===== config.mk =====
export PLATFORM = sky130hd
export DESIGN_NAME = debug_command_decoder
export DESIGN_NICKNAME = d
export VERILOG_FILES = /design/src/core/debug_cmd_pkg.sv /design/src/core/debug_command_decoder.sv /design/src/core/debug_serial_shifter.sv
export VERILOG_INCLUDE_DIRS = /design/src /design/src/core
export SDC_FILE = /design/constraint.sdc
export NUM_CORES = 1
export LEC_CHECK = 0
export ABC_AREA = 1
export BUFFER_PORTS_ARGS = -buffer_cell sky130_fd_sc_hd__buf_2
export CORE_MARGIN = 2
export CORE_UTILIZATION = 55
export CTS_CLUSTER_SIZE = 12
export DETAILED_ROUTE_END_ITERATION = 7
export GPL_ROUTABILITY_DRIVEN = 0
export HOLD_SLACK_MARGIN = 0.15
export PLACE_DENSITY_LB_ADDON = 0.3
export SLEW_MARGIN = 20
export SYNTH_ARGS = -nofsm -noshare
export SYNTH_HDL_FRONTEND = slang
export SYNTH_HIERARCHICAL = 1
export SYNTH_SLANG_ARGS = --single-unit

===== constraint.sdc =====
create_clock -name core_clk -period 3.3 [get_ports core_clk]
set_input_delay 0.66 -clock core_clk [delete_from_list [all_inputs] [get_ports core_clk]]
set_output_delay 0.66 -clock core_clk [all_outputs]
set_load 0.03 [all_outputs]

===== src/core/debug_cmd_map.svh =====
// constants of the debug command decoder: fields, opcodes, responses, register offsets
`ifndef DEBUG_CMD_MAP_SVH
`define DEBUG_CMD_MAP_SVH

// serial frame
`define FRAME_BITS      17
`define FRAME_LAST_BIT  5'h10
`define SC_BIT          16

// operation word fields
`define OPC_MSB         15
`define OPC_LSB         10
`define DIR_BIT         8
`define SIZE_MSB        7
`define SIZE_LSB        6
`define AD_BIT          3
`define REGN_MSB        2
`define REGN_LSB        0

// opcodes
`define OP_NULL         6'h00
`define OP_RD_CORE      6'h01
`define OP_WR_CORE      6'h02
`define OP_MEM_RD       6'h03
`define OP_MEM_WR       6'h04
`define OP_BLK_RD       6'h05
`define OP_BLK_FILL     6'h06
`define OP_RESUME       6'h07
`define OP_RD_CTRL      6'h08
`define OP_WR_CTRL      6'h09
`define OP_RD_DBG       6'h0a
`define OP_WR_DBG       6'h0b

// device responses
`define RESP_COMPLETE   17'h0ffff
`define RESP_NOT_READY  17'h10000
`define RESP_BUS_ERR    17'h10001
`define RESP_ILLEGAL    17'h1ffff

// software registers, byte offsets
`define REG_CTRL        5'h00
`define REG_STATUS      5'h04
`define REG_LAST_RESP   5'h08
`define REG_BLOCK_ADDR  5'h0c
`define REG_CMD_COUNT   5'h10
`define CTRL_RESET      1'h1

`endif


===== src/core/debug_cmd_pkg.sv =====
// types shared by the debug command decoder
package debug_cmd_pkg;
    typedef enum logic [1:0] {
        SZ_BYTE = 2'b00,
        SZ_WORD = 2'b01,
        SZ_LONG = 2'b10,
        SZ_RSVD = 2'b11
    } op_size_t;

    typedef enum logic [2:0] {
        TGT_NONE      = 3'b000,
        TGT_CORE_REG  = 3'b001,
        TGT_CTRL_REG  = 3'b010,
        TGT_DEBUG_REG = 3'b011,
        TGT_MEMORY    = 3'b100
    } acc_target_t;

    typedef enum logic [1:0] {
        ST_RESULT = 2'b00,
        ST_EXT    = 2'b01,
        ST_EXEC   = 2'b10
    } dec_state_t;
endpackage


===== src/core/debug_command_decoder.sv =====
// debug command decoder: decodes serial debug commands and runs the resulting accesses
// How it works
// - opcode word first, extension words follow
// - opcode in bits fifteen to ten
// - direction bit set means device to host
// - size field selects byte, word, long
// - addresses are always full 32-bit values
// - class bit picks address or data register
// - register number from lowest three bits
// - core register read needs halted core
// - core register write needs halted core
// - memory read uses stolen bus cycle
// - memory write uses stolen bus cycle
// - block read follows memory read, address advances
// - block fill follows memory write, address advances
// - resume while halted restarts execution
// - null command does nothing, reports complete
// - control register read needs halted core
// - control register write needs halted core
// - debug register read runs alongside core
// - debug register write needs halted core
// - frames are 17 bits, status bit first
// - fixed encodings for complete, busy, errors
// - unknown opcode acts null, answers illegal
//
// Decided for this implementation: the register addresses and the Avalon-MM slave port.
`timescale 1ns/1ps
`default_nettype none
`include "debug_cmd_map.svh"

module debug_command_decoder (
    input  wire logic                       core_clk,
    input  wire logic                       rstn,
    input  wire logic [4:0]                 address,
    input  wire logic                       read,
    input  wire logic                       write,
    input  wire logic [31:0]                writedata,
    output logic      [31:0]                readdata,
    output logic                            waitrequest,
    input  wire logic                       debugSerialClock,
    input  wire logic                       debugSerialIn,
    output logic                            debugSerialOut,
    input  wire logic                       coreHalted,
    output logic                            accReq,
    output debug_cmd_pkg::acc_target_t      accTarget,
    output logic                            accWrite,
    output debug_cmd_pkg::op_size_t         accSize,
    output logic      [31:0]                accAddr,
    output logic      [31:0]                accWdata,
    output logic                            accRegClass,
    output logic      [2:0]                 accRegNum,
    input  wire logic                       accAck,
    input  wire logic                       accErr,
    input  wire logic [31:0]                accRdata,
    output logic                            resumeReq
);
    import debug_cmd_pkg::*;

    logic        wordDone;
    logic [16:0] rxWord;
    logic [16:0] txWord;
    logic        linkEnable_reg;
    dec_state_t  state_reg;
    logic [1:0]  resLeft_reg;
    logic [16:0] resHi_reg;
    logic [16:0] resLo_reg;
    logic [15:0] opWord_reg;
    acc_target_t tgt_reg;
    logic        needHalt_reg;
    logic        hasAddr_reg;
    logic [2:0]  extLeft_reg;
    logic [2:0]  extIdx_reg;
    logic [31:0] addr_reg;
    logic [31:0] data_reg;
    logic [31:0] accAddr_reg;
    logic        accReq_reg;
    logic        resumeReq_reg;
    logic        rdChain_reg;
    logic        wrChain_reg;
    logic        busAck_reg;
    logic [31:0] readdata_reg;
    logic [16:0] lastResp_reg;
    logic [15:0] cmdCount_reg;

    // decode of the word just received
    logic [5:0]  decOpc;
    op_size_t    decSize;
    logic [2:0]  decDataWords;
    logic        decKnown;
    logic        decSized;
    logic        decHalt;
    logic        decAddr;
    logic [2:0]  decExt;
    acc_target_t decTgt;
    logic        decIllegal;
    logic        opcodeSlot;
    op_size_t    curSize;
    logic [31:0] alignedAddr;
    logic [31:0] addrStep;

    debug_serial_shifter shifter (
        .core_clk  (core_clk),
        .rstn      (rstn),
        .enable    (linkEnable_reg),
        .serialClk (debugSerialClock),
        .serialIn  (debugSerialIn),
        .txWord    (txWord),
        .serialOut (debugSerialOut),
        .wordDone  (wordDone),
        .rxWord    (rxWord)
    );

    // the transfer that returns the last result word carries the next opcode
    assign opcodeSlot = wordDone && (state_reg == ST_RESULT) && (resLeft_reg == 2'd1);

    always_comb begin
        decOpc = rxWord[`OPC_MSB:`OPC_LSB];
        decSize = op_size_t'(rxWord[`SIZE_MSB:`SIZE_LSB]);
        decDataWords = (decSize == SZ_LONG) ? 3'd2 : 3'd1;
        decKnown = 1'b1;
        decSized = 1'b0;
        decHalt = 1'b0;
        decAddr = 1'b0;
        decExt = 3'd0;
        decTgt = TGT_NONE;
        case (decOpc)
            `OP_NULL: begin
                decTgt = TGT_NONE;
            end
            `OP_RD_CORE: begin
                decHalt = 1'b1;
                decTgt = TGT_CORE_REG;
            end
            `OP_WR_CORE: begin
                decHalt = 1'b1;
                decTgt = TGT_CORE_REG;
                decExt = 3'd2;
            end
            `OP_MEM_RD: begin
                decSized = 1'b1;
                decAddr = 1'b1;
                decTgt = TGT_MEMORY;
                decExt = 3'd2;
            end
            `OP_MEM_WR: begin
                decSized = 1'b1;
                decAddr = 1'b1;
                decTgt = TGT_MEMORY;
                decExt = 3'd2 + decDataWords;
            end
            `OP_BLK_RD: begin
                decSized = 1'b1;
                decTgt = TGT_MEMORY;
            end
            `OP_BLK_FILL: begin
                decSized = 1'b1;
                decTgt = TGT_MEMORY;
                decExt = decDataWords;
            end
            `OP_RESUME: begin
                decHalt = 1'b1;
            end
            `OP_RD_CTRL: begin
                decHalt = 1'b1;
                decAddr = 1'b1;
                decTgt = TGT_CTRL_REG;
                decExt = 3'd2;
            end
            `OP_WR_CTRL: begin
                decHalt = 1'b1;
                decAddr = 1'b1;
                decTgt = TGT_CTRL_REG;
                decExt = 3'd4;
            end
            `OP_RD_DBG: begin
                decTgt = TGT_DEBUG_REG;
            end
            `OP_WR_DBG: begin
                decHalt = 1'b1;
                decTgt = TGT_DEBUG_REG;
                decExt = 3'd2;
            end
            default: begin
                decKnown = 1'b0;
            end
        endcase
        // block commands are only valid after an error-free memory access of the same direction; null and illegal commands in between do not break this
        decIllegal = !decKnown || (decSized && decSize == SZ_RSVD)
                     || (decOpc == `OP_BLK_RD && !rdChain_reg)
                     || (decOpc == `OP_BLK_FILL && !wrChain_reg);
    end

    assign curSize = op_size_t'(opWord_reg[`SIZE_MSB:`SIZE_LSB]);
    assign alignedAddr = (curSize == SZ_LONG) ? {addr_reg[31:2], 2'b00} :
                         (curSize == SZ_WORD) ? {addr_reg[31:1], 1'b0} : addr_reg;
    assign addrStep = (curSize == SZ_LONG) ? 32'h00000004 :
                      (curSize == SZ_WORD) ? 32'h00000002 : 32'h00000001;

    // every transfer outside the result phase answers not ready
    assign txWord = (state_reg != ST_RESULT) ? `RESP_NOT_READY :
                    (resLeft_reg == 2'd2) ? resHi_reg : resLo_reg;

    always_ff @(posedge core_clk or negedge rstn) begin
        if (!rstn) begin
            state_reg <= ST_RESULT;
            resLeft_reg <= 2'd1;
            resHi_reg <= `RESP_COMPLETE;
            resLo_reg <= `RESP_COMPLETE;
            opWord_reg <= 16'h0000;
            tgt_reg <= TGT_NONE;
            needHalt_reg <= 1'b0;
            hasAddr_reg <= 1'b0;
            extLeft_reg <= 3'd0;
            extIdx_reg <= 3'd0;
            addr_reg <= 32'h00000000;
            data_reg <= 32'h00000000;
            accAddr_reg <= 32'h00000000;
            accReq_reg <= 1'b0;
            resumeReq_reg <= 1'b0;
            rdChain_reg <= 1'b0;
            wrChain_reg <= 1'b0;
        end else begin
            resumeReq_reg <= 1'b0;
            case (state_reg)
                ST_RESULT: begin
                    if (wordDone && resLeft_reg == 2'd2) begin
                        resLeft_reg <= 2'd1;
                    end else if (opcodeSlot) begin
                        if (decIllegal) begin
                            resLo_reg <= `RESP_ILLEGAL;
                        end else if (decOpc == `OP_NULL) begin
                            resLo_reg <= `RESP_COMPLETE;
                        end else begin
                            opWord_reg <= rxWord[15:0];
                            tgt_reg <= decTgt;
                            needHalt_reg <= decHalt;
                            hasAddr_reg <= decAddr;
                            extLeft_reg <= decExt;
                            extIdx_reg <= 3'd0;
                            data_reg <= 32'h00000000;
                            rdChain_reg <= 1'b0;
                            wrChain_reg <= 1'b0;
                            state_reg <= (decExt == 3'd0) ? ST_EXEC : ST_EXT;
                        end
                    end
                end
                ST_EXT: begin
                    if (wordDone) begin
                        // operands arrive most significant word first
                        if (hasAddr_reg && extIdx_reg < 3'd2) begin
                            addr_reg <= {addr_reg[15:0], rxWord[15:0]};
                        end else begin
                            data_reg <= {data_reg[15:0], rxWord[15:0]};
                        end
                        extIdx_reg <= extIdx_reg + 3'd1;
                        extLeft_reg <= extLeft_reg - 3'd1;
                        if (extLeft_reg == 3'd1) begin
                            state_reg <= ST_EXEC;
                        end
                    end
                end
                ST_EXEC: begin
                    if (!accReq_reg) begin
                        resLeft_reg <= 2'd1;
                        if (needHalt_reg && !coreHalted) begin
                            resLo_reg <= `RESP_BUS_ERR;
                            state_reg <= ST_RESULT;
                        end else if (tgt_reg == TGT_NONE) begin
                            resumeReq_reg <= 1'b1;
                            resLo_reg <= `RESP_COMPLETE;
                            state_reg <= ST_RESULT;
                        end else begin
                            accAddr_reg <= (tgt_reg == TGT_MEMORY) ? alignedAddr : addr_reg;
                            accReq_reg <= 1'b1;
                        end
                    end else if (accAck) begin
                        accReq_reg <= 1'b0;
                        state_reg <= ST_RESULT;
                        resLeft_reg <= 2'd1;
                        if (accErr) begin
                            resLo_reg <= `RESP_BUS_ERR;
                        end else if (accWrite) begin
                            resLo_reg <= `RESP_COMPLETE;
                        end else if (tgt_reg == TGT_MEMORY && curSize != SZ_LONG) begin
                            resLo_reg <= {1'b0, accRdata[15:0]};
                        end else begin
                            resHi_reg <= {1'b0, accRdata[31:16]};
                            resLo_reg <= {1'b0, accRdata[15:0]};
                            resLeft_reg <= 2'd2;
                        end
                        if (tgt_reg == TGT_MEMORY) begin
                            addr_reg <= accAddr_reg + addrStep;
                            rdChain_reg <= !accWrite && !accErr;
                            wrChain_reg <= accWrite && !accErr;
                        end
                    end
                end
                default: begin
                    state_reg <= ST_RESULT;
                end
            endcase
        end
    end

    assign accReq = accReq_reg;
    assign accTarget = tgt_reg;
    assign accWrite = !opWord_reg[`DIR_BIT];
    assign accSize = curSize;
    assign accAddr = accAddr_reg;
    assign accWdata = data_reg;
    assign accRegClass = opWord_reg[`AD_BIT];
    assign accRegNum = opWord_reg[`REGN_MSB:`REGN_LSB];
    assign resumeReq = resumeReq_reg;

    // bookkeeping seen by software
    always_ff @(posedge core_clk or negedge rstn) begin
        if (!rstn) begin
            lastResp_reg <= `RESP_COMPLETE;
            cmdCount_reg <= 16'h0000;
        end else if (wordDone) begin
            lastResp_reg <= txWord;
            if (opcodeSlot) begin
                cmdCount_reg <= cmdCount_reg + 16'h0001;
            end
        end
    end

    // bus slave: one wait cycle on every access, unmapped reads return zero
    assign waitrequest = (read | write) & ~busAck_reg;
    assign readdata = readdata_reg;

    always_ff @(posedge core_clk or negedge rstn) begin
        if (!rstn) begin
            busAck_reg <= 1'b0;
            readdata_reg <= 32'h00000000;
        end else begin
            busAck_reg <= (read | write) & ~busAck_reg;
            if (read && !busAck_reg) begin
                case (address)
                    `REG_CTRL: readdata_reg <= {31'h00000000, linkEnable_reg};
                    `REG_STATUS: readdata_reg <= {20'h00000, wrChain_reg, rdChain_reg, state_reg,
                                                  opWord_reg[15:10], accReq_reg, coreHalted};
                    `REG_LAST_RESP: readdata_reg <= {15'h0000, lastResp_reg};
                    `REG_BLOCK_ADDR: readdata_reg <= addr_reg;
                    `REG_CMD_COUNT: readdata_reg <= {16'h0000, cmdCount_reg};
                    default: readdata_reg <= 32'h00000000;
                endcase
            end
        end
    end

    // turning the link off mid frame drops that frame; the host must resynchronise
    always_ff @(posedge core_clk or negedge rstn) begin
        if (!rstn) begin
            linkEnable_reg <= `CTRL_RESET;
        end else if (write && busAck_reg && address == `REG_CTRL) begin
            linkEnable_reg <= writedata[0];
        end
    end
endmodule
`default_nettype wire


===== src/core/debug_serial_shifter.sv =====
// serial shifter of the debug link: samples the link clock and moves 17-bit frames
`timescale 1ns/1ps
`default_nettype none
`include "debug_cmd_map.svh"

module debug_serial_shifter (
    input  wire logic        core_clk,
    input  wire logic        rstn,
    input  wire logic        enable,
    input  wire logic        serialClk,
    input  wire logic        serialIn,
    input  wire logic [16:0] txWord,
    output logic             serialOut,
    output logic             wordDone,
    output logic [16:0]      rxWord
);
    logic        clkS1_reg;
    logic        clkS2_reg;
    logic        clkS3_reg;
    logic        dinS1_reg;
    logic        dinS2_reg;
    logic [4:0]  cnt_reg;
    logic [15:0] rxShift_reg;
    logic [16:0] txShift_reg;
    logic        linkEdge;

    always_ff @(posedge core_clk or negedge rstn) begin
        if (!rstn) begin
            clkS1_reg <= 1'b0;
            clkS2_reg <= 1'b0;
            clkS3_reg <= 1'b0;
            dinS1_reg <= 1'b0;
            dinS2_reg <= 1'b0;
        end else begin
            clkS1_reg <= serialClk;
            clkS2_reg <= clkS1_reg;
            clkS3_reg <= clkS2_reg;
            dinS1_reg <= serialIn;
            dinS2_reg <= dinS1_reg;
        end
    end

    assign linkEdge = clkS2_reg & ~clkS3_reg;
    // done and the word are combinational so the next reply is loaded before the next edge can come
    assign wordDone = enable & linkEdge & (cnt_reg == `FRAME_LAST_BIT);
    assign rxWord = {rxShift_reg, dinS2_reg};
    assign serialOut = txShift_reg[16];

    always_ff @(posedge core_clk or negedge rstn) begin
        if (!rstn) begin
            cnt_reg <= 5'h00;
            rxShift_reg <= 16'h0000;
            txShift_reg <= `RESP_NOT_READY;
        end else if (!enable) begin
            cnt_reg <= 5'h00;
            txShift_reg <= txWord;
        end else if (linkEdge) begin
            rxShift_reg <= rxWord[15:0];
            txShift_reg <= {txShift_reg[15:0], 1'b0};
            cnt_reg <= (cnt_reg == `FRAME_LAST_BIT) ? 5'h00 : cnt_reg + 5'h01;
        end else if (cnt_reg == 5'h00) begin
            txShift_reg <= txWord;
        end
    end
endmodule
`default_nettype wire


* Yosys cells after proc, flatten, opt, wreduce, memory -nomap -nowiden
Cells that the tools add are included.
Widths: inputs -> output; s select.
** Storage, ports and cells
- Register bits after elaboration :: 273
- Bits in latches :: 0
- Memory bits (writable) :: 0
- Memory bits (read-only) :: 0
- Input port bits :: 78
- Output and inout bits :: 110
- Logic and storage cells :: 246
- Memories kept :: 0
** Operators by class
- $add $sub $neg :: 6
- Multiply operators :: 0
- Divide/modulo/power cells :: 0
- Order comparisons :: 1
- Equality and inequality tests :: 44
- Shift operators :: 0
- Mux-type cells :: 96
- Bitwise logic cells :: 15
- Reductions and logical operators :: 54
** Operators by type and width (count)
- $mux 32 :: 11
- $mux 17 :: 14
- $pmux 32 s5 :: 1
- $pmux 32 s2 :: 2
- $mux 2 :: 21
- $pmux 17 s2 :: 1
- $mux 3 :: 11
- $add 32x3->32 :: 1
- $eq 6x3->1 const B :: 4
- $eq 6x4->1 const B :: 4
- $ne 2x2->1 const B :: 12
- $pmux 3 s4 :: 2
- $reduce_and 6->1 :: 4
- $mux 1 :: 23
- $add 16x1->16 const B :: 1
- $mux 16 :: 1
- $reduce_and 8->1 :: 2
- $mux 5 :: 3
- $logic_and 1x1->1 :: 14
- $eq 6x2->1 const B :: 2
- $pmux 3 s2 :: 2
- $reduce_or 12->1 :: 1
- $reduce_or 4->1 :: 3
- $eq 2x2->1 const B :: 5
- other kinds (37) :: 71

* Depth between registers and ports, before layout
- Depth in word-level cells :: 11
- Gate-level depth with buffers :: 15

* Hierarchy
Netlist, hierarchy kept.
** Modules (own cells, without submodules)
- debug_command_decoder :: times used 1, cells each 1454, area each 11536.1 µm², sequential area each 5768.0 µm²
- debug_serial_shifter :: times used 1, cells each 245, area each 2047.0 µm², sequential area each 1077.3 µm²

* Least setup slack after synthesis
No wires, ideal clock.
- Kind :: register to register
- Start point :: register linkEnable_reg
- End point :: register cmdCount_reg[14]
- Data arrival time :: 2.239 ns
- Required time :: 3.184 ns
- Path slack :: 0.945 ns
- Stages on the path, launching flop included :: 15
- Path buffers :: 3
- Period minus slack after synthesis :: 2.355 ns
- Path through :: dfstp_2 > buf_4 > nand3_4 > buf_2 > nor2_1 > buf_2 > nand3_1 > nor2_4 > nand4_1 > nor2_1 > nand2_1 > nor2_1 > nand2_1 > nand2_1 > nand2_1
** Between the ends
- Cells in the longest elaborated chain, start to end :: 5
** RTL lines
- start, declared :: line debug_command_decoder.sv:62 : logic linkEnable_reg;
- start signal, assigned :: line debug_command_decoder.sv:355 : linkEnable_reg <= `CTRL_RESET;
- start signal, assigned :: line debug_command_decoder.sv:357 : linkEnable_reg <= writedata[0];
- $and 1x1->1 (*) (2 in a row) :: line debug_serial_shifter.sv:45 : assign wordDone = enable & linkEdge & (cnt_reg == `FRAME_LAST_BIT);
- named net wordDone :: line debug_command_decoder.sv:59 : logic wordDone;
- $logic_and 1x1->1 (2 in a row) :: line debug_command_decoder.sv:114 : assign opcodeSlot = wordDone && (state_reg == ST_RESULT) && (resLeft_reg == 2'd1);
- $reduce_and 2->1 (no source line) (*)
- end signal, assigned :: line debug_command_decoder.sv:323 : cmdCount_reg <= cmdCount_reg + 16'h0001;
- end, declared :: line debug_command_decoder.sv:83 : logic [15:0] cmdCount_reg;
Mark *: on every way through the listed nets, which the timed path passes. The rest lies on a longest branch.
A chain may end at the register's enable or synchronous reset.

* Final worst setup path
- Start point :: register shifter.cnt_reg[0]
- End point :: register addr_reg[3]
** Between the ends
- Cells in the longest elaborated chain, start to end :: 4
** RTL lines
- start, declared :: line debug_serial_shifter.sv:22 : logic [4:0] cnt_reg;
- start signal, assigned :: line debug_serial_shifter.sv:60 : cnt_reg <= (cnt_reg == `FRAME_LAST_BIT) ? 5'h00 : cnt_reg + 5'h01;
- $eq 5x5->1 (no source line)
- $and 1x1->1 :: line debug_serial_shifter.sv:45
- named net wordDone :: line debug_command_decoder.sv:59
- $ne 2x2->1 (no source line)
- $reduce_and 6->1 (no source line)
- end signal, assigned :: line debug_command_decoder.sv:251 : addr_reg <= {addr_reg[15:0], rxWord[15:0]};
- end signal, assigned :: line debug_command_decoder.sv:292 : addr_reg <= accAddr_reg + addrStep;
- end, declared :: line debug_command_decoder.sv:73 : logic [31:0] addr_reg;
The timed path passes the listed nets, and every way through them passes these cells.

==> results.toml <==
[timing]
finalSetupViolCount = 0
final_hold_viol_count = 0
slew_headroom_pct = 40.1
rsz0062_at_grt = "false"
worst_pin_slew_ns = 0.896
finalMaxSlewViolations = 0
fin_tns_setup_ns = 0
period_share_pct = 89.2
layout_min_cycle_time_ns = 2.94
fmax_ghz = 0.340
finClkSkew_ns = 0.0146

[global_routing]
grt_pass1_vias = 11200
antenna_found_initial = 0
grt-ovfl-total = 0
grt_pass1_wl_mm = 58.3
grt_usage_pct = 28.0
grt_max_degree = 85

[floorplan]
chipWidth_um = 161
die_h_um = 161
dieArea_mm2 = 0.0259
io_pins = 188
rows = 57
core_mm2 = 0.0242
start_util_pct = 55.9

[pwr]
powerDensity_mw_per_mm2 = 446
p_leak_nw = 7.72
ir_drop_mv = 0.421
combPwrFrac_pct = 4.2
p_int_w = 0.00533
power.share.sequential_pct = 49.0
switching_share_pct = 22.6
power.switching_w = 0.00156
total_power_w = 0.00689
clock_power_share_pct = 46.9

[worst_setup_path]
start_kind = "register"
path_max_fanout = 37
worstSetupEndpointType = "register"
critPathArrivalTime_ns = 3.41
startpoint = "shifter/cnt_reg[0]"
worstReg2RegStart = "shifter/cnt_reg[0]"
crit_required_ns = 3.77
path_class = "reg -> reg"

[synthesis]
syn_area_per_cell_um2 = 7.99
syn_nets = 1785
synthesis.area_mm2 = 0.0135
ys_warn_count = 6
syn_inst = 1695

[placed_design]
place_area_mm2 = 0.0145
port_buffers = 156
place_hpwl_mm = 25.5

[clocking]
path_clk_slew_ns = 0.06
cts_sinks = 270
insertion_delay_ns = 0.56
clockBufferDepth = 3
cts_max_level = 1
tritoncts = "done"
post_cts_resized = 0
cts_buffers = 29
root_buffer = "clkbuf_16"

[detailed_routing]
drc = 0
vias = 12000
vias_per_cell = 5.56
drtIter0Drc = 1123
routed_wirelength_mm = 36.7
final_antenna_net_count = 0
first_pass_iters = 5
routedWlPerCell_um = 17.0

[status]
status = "finished, final reports clean"

[final_layout]
area_delta_synth_final_pct = 14.0
drive_gt1_share_pct = 17.4
design_area_mm2 = 0.0154
finalNetCount = 1906
n_antenna_cell = 0

[hold_path]
hold_start = "debugSerialIn"
hold_path.class = "in -> reg"

[job]
drv_cap = 0
[final cells by class]
type                    count  area (µm²)
repair buffers            174         966
clock inverters             6        61.3
clock buffers              47         893
inverters                 166         623
flip-flops and latches    270        6820
fillers                  2107        8800
well taps                 324         405
multi-input cells        1175        5670
[repair_timing]
item / CTS / global route
endpoints found under the setup margin: 0 / 0
hold endpoints to repair: 37 / 0
hold buffers: 1 / 0
setup buffers: 0 / 0
[per-stage QoR]
stage	setup WS, ns	hold WS [ns]	cells	utilization [%]
finish	0.357	0.205	2162	63.7
global route	0.128	0.200	2162	63.7
CTS	0.417	0.187	2162	63.7
detailed placement	0.557	0.336	2108	59.7
global placement	0.624	0.332	2108	59.7
floorplan	0.945	0.331	1695	-
[cell usage in the layout, fill, tap and decap left out, types with 12 or more instances in the layout]
| cell | n |
|---|---|
| buf_2 | 155 |
| o21ai_1 | 12 |
| nand4_1 | 32 |
| mux2_2 | 17 |
| nand2_1 | 538 |
| dfstp_2 | 51 |
| xor2_1 | 13 |
| clkbuf_16 | 29 |
| inv_1 | 156 |
| o31ai_1 | 15 |
| nor2_1 | 119 |
| buf_4 | 14 |
| xnor2_1 | 13 |
| dfrtp_1 | 219 |
| nand3_1 | 109 |
| o21ai_0 | 173 |
| a21oi_1 | 49 |
| nor3_1 | 12 |
[path summary, 6_finish.rpt]
| path | endpoint | cells after the start | slack (ns) |
|---|---|---|---|
| hold reg to reg | shifter/clkS2_reg | 0 | 0.35 |
| setup / recovery | addr_reg[3] | 10 | 0.36 |
| setup reg to reg | addr_reg[3] | 10 | 0.36 |
| min in group asynchronous | addr_reg[31] | 2 | 0.70 |
| hold / removal | shifter/dinS1_reg | 1 | 0.20 |
| max in group asynchronous | accWdata[23] | 3 | 1.76 |
[worst max-delay path: stages (launching register included)]
cell and delay (ns):
dfrtp_1 0.44, inv_1 0.08, ha_1 0.25, nand3_1 0.16
nor2_2 0.31, nor2_1 0.14, nor2_1 0.16, nand2_2 0.35
inv_2 0.61, o21ai_0 0.19, o22ai_1 0.14
[power groups by stage]
| stage | Clock (W) | Combinational [W] | Sequential, W |
|---|---|---|---|
| after global routing | 0.00343 | 0.000319 | 0.00337 |
| after global placement | 0 | 0.000283 | 0.00343 |
| after detailed placement | 0 | 0.000288 | 0.00343 |
| after floorplan | 0 | 0.000116 | 0.00345 |
| after CTS | 0.00327 | 0.000291 | 0.00337 |
| final | 0.00323 | 0.000287 | 0.00337 |
[per-layer routing]
layer  vias up  routed length (µm)  global-route usage, %
met1      5709               15700                   39.0
met5         -                   0                      0
met4         0                1550                   11.5
met3        91                2570                   3.98
met2       486               16900                   44.3
li1       5724                   -                      -
Power figures use the tool's default switching activity.
